==> src/core/drb_defs.svh <==
// Register offsets, field positions and reset values of the converter code buffer.
`ifndef DRB_DEFS_SVH
`define DRB_DEFS_SVH

// Per-channel register groups; channel n sits at base + 4*n (n = 0,1,2 for 1,2,5).
`define DRB_CTRL_BASE 8'h00
`define DRB_HIGH_BASE 8'h0C
`define DRB_LOW_BASE 8'h18
`define DRB_LOAD_OFF 8'h24
`define DRB_CODE_BASE 8'h28
`define DRB_CH_STRIDE 8'h04

// Control register fields.
`define DRB_EN_BIT 7
`define DRB_FM_BIT 6
`define DRB_OE1_BIT 5
`define DRB_OE2_BIT 4
`define DRB_PSS_HI 3
`define DRB_PSS_LO 2
`define DRB_NSS_HI 1
`define DRB_NSS_LO 0

// Load strobe positions for channels 1, 2 and 5.
`define DRB_LD_CH1_BIT 0
`define DRB_LD_CH2_BIT 1
`define DRB_LD_CH5_BIT 4

`define DRB_BYTE_RST 8'h00
`define DRB_CODE_RST 10'h000

`define DRB_RESP_OKAY 2'h0
`define DRB_RESP_SLVERR 2'h2

`endif

==> src/core/drb_pkg.sv <==
// Types shared by the converter code buffer.
package drb_pkg;
  typedef logic [7:0] drb_byte_t;
  typedef logic [9:0] drb_code_t;
  typedef logic [1:0] drb_resp_t;
endpackage

==> src/core/drb_code_buffer.sv <==
// Register file and double-buffered codes for three 10-bit reference converters.
//
// How it works
// Justify set: high register bits 7..0 become code bits 9..2.
// Justify clear: high bits 1..0 become code 9..8, bits 7..2 read zero.
// Justify set: low bits 7..6 become code 1..0, bits 5..0 read zero.
// Justify clear: low register bits 7..0 become code bits 7..0.
// Load register: channel 5 at bit 4, channel 2 bit 1, channel 1 bit 0.
// Writing 1 to a load bit copies high/low into the buffer, then self-clears.
// Without a load, the buffer keeps its code whatever is written to high and low.
// The converter receives the whole 10-bit buffered code as one word.
// All implemented register bits reset to zero on every reset.
// Unimplemented bits read zero and ignore writes.
// Control bit 6 selects left (1) or right (0) justification.
// High/low writes never reach the output; a load changes all ten bits together.
// Reset disables each converter and clears its buffered code.
// Control bit 7 enables the converter when 1.
// Justification in force at the load decides how the code is assembled.
`timescale 1ns/100ps
`default_nettype none
`include "drb_defs.svh"

module drb_code_buffer
  import drb_pkg::*;
#(
  parameter int ADDR_W = 8
) (
  input wire logic clock_in,
  input wire logic rst_in,
  input wire logic [ADDR_W-1:0] s_axi_awaddr_in,
  input wire logic s_axi_awvalid_in,
  output logic s_axi_awready_out,
  input wire logic [31:0] s_axi_wdata_in,
  input wire logic [3:0] s_axi_wstrb_in,
  input wire logic s_axi_wvalid_in,
  output logic s_axi_wready_out,
  output logic [1:0] s_axi_bresp_out,
  output logic s_axi_bvalid_out,
  input wire logic s_axi_bready_in,
  input wire logic [ADDR_W-1:0] s_axi_araddr_in,
  input wire logic s_axi_arvalid_in,
  output logic s_axi_arready_out,
  output logic [31:0] s_axi_rdata_out,
  output logic [1:0] s_axi_rresp_out,
  output logic s_axi_rvalid_out,
  input wire logic s_axi_rready_in,
  output logic [9:0] ch1_code_out,
  output logic [9:0] ch2_code_out,
  output logic [9:0] ch5_code_out,
  output logic ch1_enable_out,
  output logic ch2_enable_out,
  output logic ch5_enable_out,
  output logic ch1_pin1_output_enable_out,
  output logic ch2_pin1_output_enable_out,
  output logic ch5_pin1_output_enable_out,
  output logic ch1_pin2_output_enable_out,
  output logic ch2_pin2_output_enable_out,
  output logic ch5_pin2_output_enable_out,
  output logic [1:0] ch1_upper_source_select_out,
  output logic [1:0] ch2_upper_source_select_out,
  output logic [1:0] ch5_upper_source_select_out,
  output logic [1:0] ch1_lower_source_select_out,
  output logic [1:0] ch2_lower_source_select_out,
  output logic [1:0] ch5_lower_source_select_out
);

  if (ADDR_W < 6) begin : g_addr_check
    $error("ADDR_W must be at least 6 to reach every register");
  end

  if (`DRB_LD_CH1_BIT > 7 || `DRB_LD_CH2_BIT > 7 || `DRB_LD_CH5_BIT > 7) begin : g_ld_check
    $error("Load strobe positions must fall inside the low data byte");
  end

  if (`DRB_CH_STRIDE % 4 != 0) begin : g_stride_check
    $error("Channel stride must keep every register on its own word");
  end

  localparam int NCH = 3;
  localparam int LD_POS [NCH] = '{`DRB_LD_CH1_BIT, `DRB_LD_CH2_BIT, `DRB_LD_CH5_BIT};

  // Overlapping groups would alias two registers onto one word without any warning.
  if (`DRB_HIGH_BASE - `DRB_CTRL_BASE < NCH * `DRB_CH_STRIDE ||
      `DRB_LOW_BASE - `DRB_HIGH_BASE < NCH * `DRB_CH_STRIDE ||
      `DRB_LOAD_OFF - `DRB_LOW_BASE < NCH * `DRB_CH_STRIDE ||
      `DRB_CODE_BASE - `DRB_LOAD_OFF < 4) begin : g_map_check
    $error("Register groups overlap");
  end

  ////////////////////////////////////////////////////////////////////////////

  // Storage keeps only the bits that the current format implements.
  // Masking on the way in means a later format change never exposes stale ones;
  // the price is that a value written under one format is cut to that format.
  function automatic drb_byte_t mask_high(input logic fm, input drb_byte_t d);
    if (fm) begin
      mask_high = d;
    end else begin
      mask_high = {6'h00, d[1:0]};
    end
  endfunction

  function automatic drb_byte_t mask_low(input logic fm, input drb_byte_t d);
    if (fm) begin
      mask_low = {d[7:6], 6'h00};
    end else begin
      mask_low = d;
    end
  endfunction

  function automatic drb_code_t assemble(input logic fm, input drb_byte_t hi,
                                         input drb_byte_t lo);
    if (fm) begin
      assemble = {hi, lo[7:6]};
    end else begin
      assemble = {hi[1:0], lo};
    end
  endfunction

  function automatic logic [ADDR_W-1:0] chan_off(input logic [7:0] base, input int ch);
    logic [7:0] off;
    off = base + 8'(ch * `DRB_CH_STRIDE);
    chan_off = ADDR_W'(off);
  endfunction

  function automatic logic same_word(input logic [ADDR_W-1:0] a, input logic [ADDR_W-1:0] b);
    same_word = (a[ADDR_W-1:2] == b[ADDR_W-1:2]);
  endfunction

  ////////////////////////////////////////////////////////////////////////////

  drb_byte_t ctrl [NCH];
  drb_byte_t high [NCH];
  drb_byte_t low [NCH];
  drb_code_t code_buf [NCH];
  logic [NCH-1:0] load_pend;
  logic [NCH-1:0] next_load_pend;

  logic [ADDR_W-1:0] waddr;
  drb_byte_t wbyte;
  logic wlane;
  logic do_write;
  logic wr_hit;
  logic [31:0] rd_word;
  logic rd_hit;

  // A write commits in the cycle after both halves are held, and only while no
  // response is pending, so register updates and bvalid always rise together.
  assign do_write = !s_axi_awready_out && !s_axi_wready_out && !s_axi_bvalid_out;

  ////////////////////////////////////////////////////////////////////////////
  // Write address and data are each held until both are present.
  // Separate holding lets a master offer address and data in either order.

  always_ff @(posedge clock_in or posedge rst_in) begin
    if (rst_in) begin
      s_axi_awready_out <= 1'b1;
      waddr <= '0;
    end else if (s_axi_awvalid_in && s_axi_awready_out) begin
      s_axi_awready_out <= 1'b0;
      waddr <= s_axi_awaddr_in;
    end else if (do_write) begin
      s_axi_awready_out <= 1'b1;
    end
  end

  always_ff @(posedge clock_in or posedge rst_in) begin
    if (rst_in) begin
      s_axi_wready_out <= 1'b1;
      wbyte <= `DRB_BYTE_RST;
      wlane <= 1'b0;
    end else if (s_axi_wvalid_in && s_axi_wready_out) begin
      s_axi_wready_out <= 1'b0;
      wbyte <= s_axi_wdata_in[7:0];
      wlane <= s_axi_wstrb_in[0];
    end else if (do_write) begin
      s_axi_wready_out <= 1'b1;
    end
  end

  always_comb begin
    wr_hit = same_word(waddr, ADDR_W'(`DRB_LOAD_OFF));
    for (int ch = 0; ch < NCH; ch++) begin
      if (same_word(waddr, chan_off(`DRB_CTRL_BASE, ch)) ||
          same_word(waddr, chan_off(`DRB_HIGH_BASE, ch)) ||
          same_word(waddr, chan_off(`DRB_LOW_BASE, ch)) ||
          same_word(waddr, chan_off(`DRB_CODE_BASE, ch))) begin
        wr_hit = 1'b1;
      end
    end
  end

  // The read-only code registers accept writes silently with OKAY.
  always_ff @(posedge clock_in or posedge rst_in) begin
    if (rst_in) begin
      s_axi_bvalid_out <= 1'b0;
      s_axi_bresp_out <= `DRB_RESP_OKAY;
    end else if (do_write) begin
      s_axi_bvalid_out <= 1'b1;
      s_axi_bresp_out <= wr_hit ? `DRB_RESP_OKAY : `DRB_RESP_SLVERR;
    end else if (s_axi_bready_in) begin
      s_axi_bvalid_out <= 1'b0;
    end
  end

  ////////////////////////////////////////////////////////////////////////////
  // Software registers; only byte lane 0 carries data.
  // Every control bit is implemented, so control writes need no masking.

  always_ff @(posedge clock_in or posedge rst_in) begin
    if (rst_in) begin
      for (int ch = 0; ch < NCH; ch++) begin
        ctrl[ch] <= `DRB_BYTE_RST;
        high[ch] <= `DRB_BYTE_RST;
        low[ch] <= `DRB_BYTE_RST;
      end
    end else if (do_write && wlane) begin
      for (int ch = 0; ch < NCH; ch++) begin
        if (same_word(waddr, chan_off(`DRB_CTRL_BASE, ch))) begin
          ctrl[ch] <= wbyte;
        end
        if (same_word(waddr, chan_off(`DRB_HIGH_BASE, ch))) begin
          high[ch] <= mask_high(ctrl[ch][`DRB_FM_BIT], wbyte);
        end
        if (same_word(waddr, chan_off(`DRB_LOW_BASE, ch))) begin
          low[ch] <= mask_low(ctrl[ch][`DRB_FM_BIT], wbyte);
        end
      end
    end
  end

  ////////////////////////////////////////////////////////////////////////////
  // A load bit stays set for exactly one cycle, during which the buffer copies.
  // A fresh write of 1 always sets it again, so no request is lost.

  always_comb begin
    for (int ch = 0; ch < NCH; ch++) begin
      next_load_pend[ch] = do_write && wlane && same_word(waddr, ADDR_W'(`DRB_LOAD_OFF)) &&
                           wbyte[LD_POS[ch]];
    end
  end

  always_ff @(posedge clock_in or posedge rst_in) begin
    if (rst_in) begin
      load_pend <= '0;
    end else begin
      load_pend <= next_load_pend;
    end
  end

  // The buffer alone feeds the converter, so high/low writes never glitch it.
  always_ff @(posedge clock_in or posedge rst_in) begin
    if (rst_in) begin
      for (int ch = 0; ch < NCH; ch++) begin
        code_buf[ch] <= `DRB_CODE_RST;
      end
    end else begin
      for (int ch = 0; ch < NCH; ch++) begin
        if (load_pend[ch]) begin
          code_buf[ch] <= assemble(ctrl[ch][`DRB_FM_BIT], high[ch], low[ch]);
        end
      end
    end
  end

  ////////////////////////////////////////////////////////////////////////////
  // Read path answers one cycle after the address is taken.
  // A load bit lives for one cycle only, so a read of the load register shows it
  // only when the read is taken in that very cycle.

  always_comb begin
    rd_word = 32'h0000_0000;
    rd_hit = 1'b0;
    if (same_word(s_axi_araddr_in, ADDR_W'(`DRB_LOAD_OFF))) begin
      rd_hit = 1'b1;
      for (int ch = 0; ch < NCH; ch++) begin
        rd_word[LD_POS[ch]] = load_pend[ch];
      end
    end
    for (int ch = 0; ch < NCH; ch++) begin
      if (same_word(s_axi_araddr_in, chan_off(`DRB_CTRL_BASE, ch))) begin
        rd_hit = 1'b1;
        rd_word[7:0] = ctrl[ch];
      end
      if (same_word(s_axi_araddr_in, chan_off(`DRB_HIGH_BASE, ch))) begin
        rd_hit = 1'b1;
        rd_word[7:0] = mask_high(ctrl[ch][`DRB_FM_BIT], high[ch]);
      end
      if (same_word(s_axi_araddr_in, chan_off(`DRB_LOW_BASE, ch))) begin
        rd_hit = 1'b1;
        rd_word[7:0] = mask_low(ctrl[ch][`DRB_FM_BIT], low[ch]);
      end
      if (same_word(s_axi_araddr_in, chan_off(`DRB_CODE_BASE, ch))) begin
        rd_hit = 1'b1;
        rd_word[9:0] = code_buf[ch];
      end
    end
  end

  always_ff @(posedge clock_in or posedge rst_in) begin
    if (rst_in) begin
      s_axi_arready_out <= 1'b1;
      s_axi_rvalid_out <= 1'b0;
      s_axi_rdata_out <= 32'h0000_0000;
      s_axi_rresp_out <= `DRB_RESP_OKAY;
    end else if (s_axi_arvalid_in && s_axi_arready_out) begin
      s_axi_arready_out <= 1'b0;
      s_axi_rvalid_out <= 1'b1;
      s_axi_rdata_out <= rd_word;
      s_axi_rresp_out <= rd_hit ? `DRB_RESP_OKAY : `DRB_RESP_SLVERR;
    end else if (s_axi_rvalid_out && s_axi_rready_in) begin
      s_axi_arready_out <= 1'b1;
      s_axi_rvalid_out <= 1'b0;
    end
  end

  ////////////////////////////////////////////////////////////////////////////
  // Converter-side outputs, each straight from its flip-flop.

  assign ch1_code_out = code_buf[0];
  assign ch2_code_out = code_buf[1];
  assign ch5_code_out = code_buf[2];

  assign ch1_enable_out = ctrl[0][`DRB_EN_BIT];
  assign ch2_enable_out = ctrl[1][`DRB_EN_BIT];
  assign ch5_enable_out = ctrl[2][`DRB_EN_BIT];

  assign ch1_pin1_output_enable_out = ctrl[0][`DRB_OE1_BIT];
  assign ch2_pin1_output_enable_out = ctrl[1][`DRB_OE1_BIT];
  assign ch5_pin1_output_enable_out = ctrl[2][`DRB_OE1_BIT];
  assign ch1_pin2_output_enable_out = ctrl[0][`DRB_OE2_BIT];
  assign ch2_pin2_output_enable_out = ctrl[1][`DRB_OE2_BIT];
  assign ch5_pin2_output_enable_out = ctrl[2][`DRB_OE2_BIT];

  assign ch1_upper_source_select_out = ctrl[0][`DRB_PSS_HI:`DRB_PSS_LO];
  assign ch2_upper_source_select_out = ctrl[1][`DRB_PSS_HI:`DRB_PSS_LO];
  assign ch5_upper_source_select_out = ctrl[2][`DRB_PSS_HI:`DRB_PSS_LO];
  assign ch1_lower_source_select_out = ctrl[0][`DRB_NSS_HI:`DRB_NSS_LO];
  assign ch2_lower_source_select_out = ctrl[1][`DRB_NSS_HI:`DRB_NSS_LO];
  assign ch5_lower_source_select_out = ctrl[2][`DRB_NSS_HI:`DRB_NSS_LO];

endmodule

`default_nettype wire

==> config.mk <==
export PLATFORM = sky130hd
export DESIGN_NAME = drb_code_buffer
export DESIGN_NICKNAME = d
export VERILOG_FILES = /design/src/core/drb_pkg.sv /design/src/core/drb_code_buffer.sv
export VERILOG_INCLUDE_DIRS = /design/src /design/src/core
export SDC_FILE = /design/constraint.sdc
export NUM_CORES = 1
export LEC_CHECK = 0
export BUFFER_PORTS_ARGS = -buffer_cell sky130_fd_sc_hd__clkbuf_2
export CAP_MARGIN = 5
export CORE_ASPECT_RATIO = 0.8
export CORE_UTILIZATION = 43
export DETAILED_ROUTE_END_ITERATION = 12
export PLACE_DENSITY_LB_ADDON = 0.15
export SLEW_MARGIN = 20
export SYNTH_ARGS = -nofsm -noshare
export SYNTH_HDL_FRONTEND = slang
export SYNTH_SLANG_ARGS = --single-unit
==> constraint.sdc <==
create_clock -name clock_in -period 8.7 [get_ports clock_in]
set_input_delay 1.305 -clock clock_in [delete_from_list [all_inputs] [get_ports clock_in]]
set_output_delay 1.305 -clock clock_in [all_outputs]
set_load 0.02 [all_outputs]
==> results.ini <==
[route]
first_pass_iters=5
viasPerCell=5.62
detail-route-antenna-nets=0
drtIter0Drc=546
wl_per_cell_um=20.5
wl_um=20500
drc=0
route.vias.total=5619

[final_layout]
area_growth_pct=14.1
final_common_cell=dfrtp_1
drive_gt1_frac=0.246
nNetsFinal=831
diodes=0
layout_common_cells=134 x dfrtp_1, 102 x nand2_1, 95 x clkbuf_2, 61 x o21ai_0
layout.cells.non_filler=1000

[setup_path]
critPathBufInv=1
rr_worst_depth=5
slowest_stage=nor2_1
rr_startpoint=s_axi_bvalid_out
path_delay_family=simple AND/OR/NAND/NOR gates
slowest_delay_ns=0.79
worstSetupStartpointType=input pin
path_max_fanout=18
crit_chain=clkbuf_2, or4_2, nor2_1, a211oi_1, nor3_1, o21ai_0
r2r_slack_ns=6.26
crit_type=input pin to flip-flop
endpoint_kind=flip-flop
r2r_end=ch5_upper_source_select_out[0]
cp.required_ns=8.99
worstPathArrival_ns=3.62

[place]
place_hpwl_um=14700
place_congestion=0.886
dp.cells=968
placement.io_buffers=95

[clock_network]
clk_pin_slew_worst_paths_ns=0.06
cts_buffers=17
clock-sinks=137
hold_buffers=0
cts_buffer_depth=2
tritoncts=built
cts-root-buf=clkbuf_16
cts_htree_levels=4
ctsResizeCount=0
cts_setup_buffers=0
worstSkewPairLatency_ns=0.43

[logic_synthesis]
syn_area_per_cell_um2=9.74
ys_seq_area_frac=0.496
async_reset_ff_frac=1.00
synth_edf_count=0
ys_warn_count=0
yosys-top-cells-area=dfrtp_1 48%, mux2_2 8.3%, nand2_1 5.5%, o21ai_0 4.4%, a21oi_1 3.9%
synth_seq_cells=137
synthFlopType=dfrtp_1
postSynthCellCount=710
synthDistinctLibCells=62
syn_area_um2=6910
synthDominantCellAreaShare=0.485
yosysTopAreaCell=dfrtp_1

[worst_hold_path]
hold_depth=2
hold_end=low[0]
min-delay-path-class=flip-flop to flip-flop
min-delay-start=low[0]

[power_and_ir_drop]
power_density_nw_per_um2=338
leakagePower_nw=3.59
ir_drop_uv=249
power_mw=2.67

[sta]
tightestPinTransition_ns=1.02
period_share=0.382
slew_violations=0
min_period_ns=3.32
fin_tns_setup_ns=0
rsz0062_at_grt=false
skew_ns=0.00814
setup_viol=0
clock.fmax_ghz=0.301
maxSlewHeadroom=0.321
hold_viol=0

[die]
start_util=0.439
die_area_um2=16600
rows=41
die_w_um=144
fp.coreArea_um2=15700
io-pin-count=151
die_height_um=115

[global_routing]
grt_pass1_wl_um=31600
gr-total-overflow=0
grt_pass1_vias=5312
gr-usage-all-layers=0.264
grt_max_degree=74
grt_antenna_before_repair=0

[outcome]
outcome=complete, no violations

[run]
maxCapViolations=0

## sequential cells by signal (all words and copies together), names as in the netlist, 2 cells and up
register                     cells
high                            24
ch2_upper_source_select_out      2
ch1_lower_source_select_out      2
ch5_code_out                    10
ch5_lower_source_select_out      2
ch2_code_out                    10
load_pend                        3
ctrl                             3
ch5_upper_source_select_out      2
low                             24
ch2_lower_source_select_out      2
ch1_code_out                    10
ch1_upper_source_select_out      2
wbyte                            8
waddr                            6
s_axi_rdata_out                 10
## layer usage
| metal | global-route usage | routed length [um] |
|---|---|---|
| met1 | 0.391 | 9780 |
| met2 | 0.378 | 8770 |
| met3 | 0.0744 | 1700 |
| met4 | 0.0709 | 273 |
| met5 | 0 | 0 |
## how the worst max path moves through the flow
stage	from	to	cells past startpoint
floorplan	rst_in	ch1_code_out[0]	1
global placement	s_axi_araddr_in[5]	s_axi_rdata_out[0]	6
detailed placement	s_axi_araddr_in[5]	s_axi_rdata_out[0]	6
CTS	s_axi_araddr_in[5]	s_axi_rdata_out[0]	6
global route	s_axi_araddr_in[5]	s_axi_rdata_out[0]	6
finish	s_axi_araddr_in[5]	s_axi_rdata_out[0]	6
## synthesized netlist by cell type, types with 6 or more instances
master / instances
nor2_1: 54
inv_1: 13
a221oi_1: 6
buf_1: 7
nor2b_1: 6
clkbuf_1: 27
buf_2: 7
buf_4: 36
o21ai_0: 61
mux2_2: 51
and2_1: 6
nand3b_1: 7
nor3_1: 7
o211ai_1: 6
a31oi_1: 8
mux2i_1: 27
and3_1: 6
nand3_1: 12
nand2_1: 102
dfrtp_1: 134
a21oi_1: 54
## worst min-delay path, delay by kind of cell (launching register included)
| kind | cells | cell delay, ns |
|---|---|---|
| simple gates | 1 | 0.05 |
| compound gates | 1 | 0.06 |
| flops | 1 | 0.34 |
## power by group
part | total [mW] | internal [mW] | switching, mW | leakage [nW]
sequential | 1.22 | 0.864 | 0.359 | 1.84
combinational | 0.739 | 0.303 | 0.436 | 1.48
clock | 0.705 | 0.435 | 0.270 | 0.274
total | 2.67 | 1.60 | 1.06 | 3.59
## final cells by class
class,instances,area (um2)
inverters,14,57.6
well taps,215,269
clock inverters,8,95.1
repair buffers,99,505
fillers,1455,7860
flip-flops and latches,137,3430
multi-input cells,503,3060
clock buffers,24,472
## through the flow
step	setup slack, ns	area (um2)	util	hold slack [ns]
after global placement	5.01	7320	0.465	0.460
after detailed placement	5.00	7320	0.465	0.472
after floorplan	3.73	7000	-	0.442
after global routing	5.19	7890	0.501	0.509
final	5.38	7890	0.501	0.483
after CTS	5.46	7890	0.501	0.486
## kinds of logic (layout without fill, tap and decap cells)
group	after synthesis	count (layout)	share of synthesized area
simple gates	229	229	0.156
compound gates	171	171	0.150
flops	137	137	0.496
buf+inv	93	145	0.0735
mux	78	78	0.122
other cells	1	24	0.000542
xor+xnor	1	1	0.00127
No activity file was read; power rests on OpenSTA's default activity.
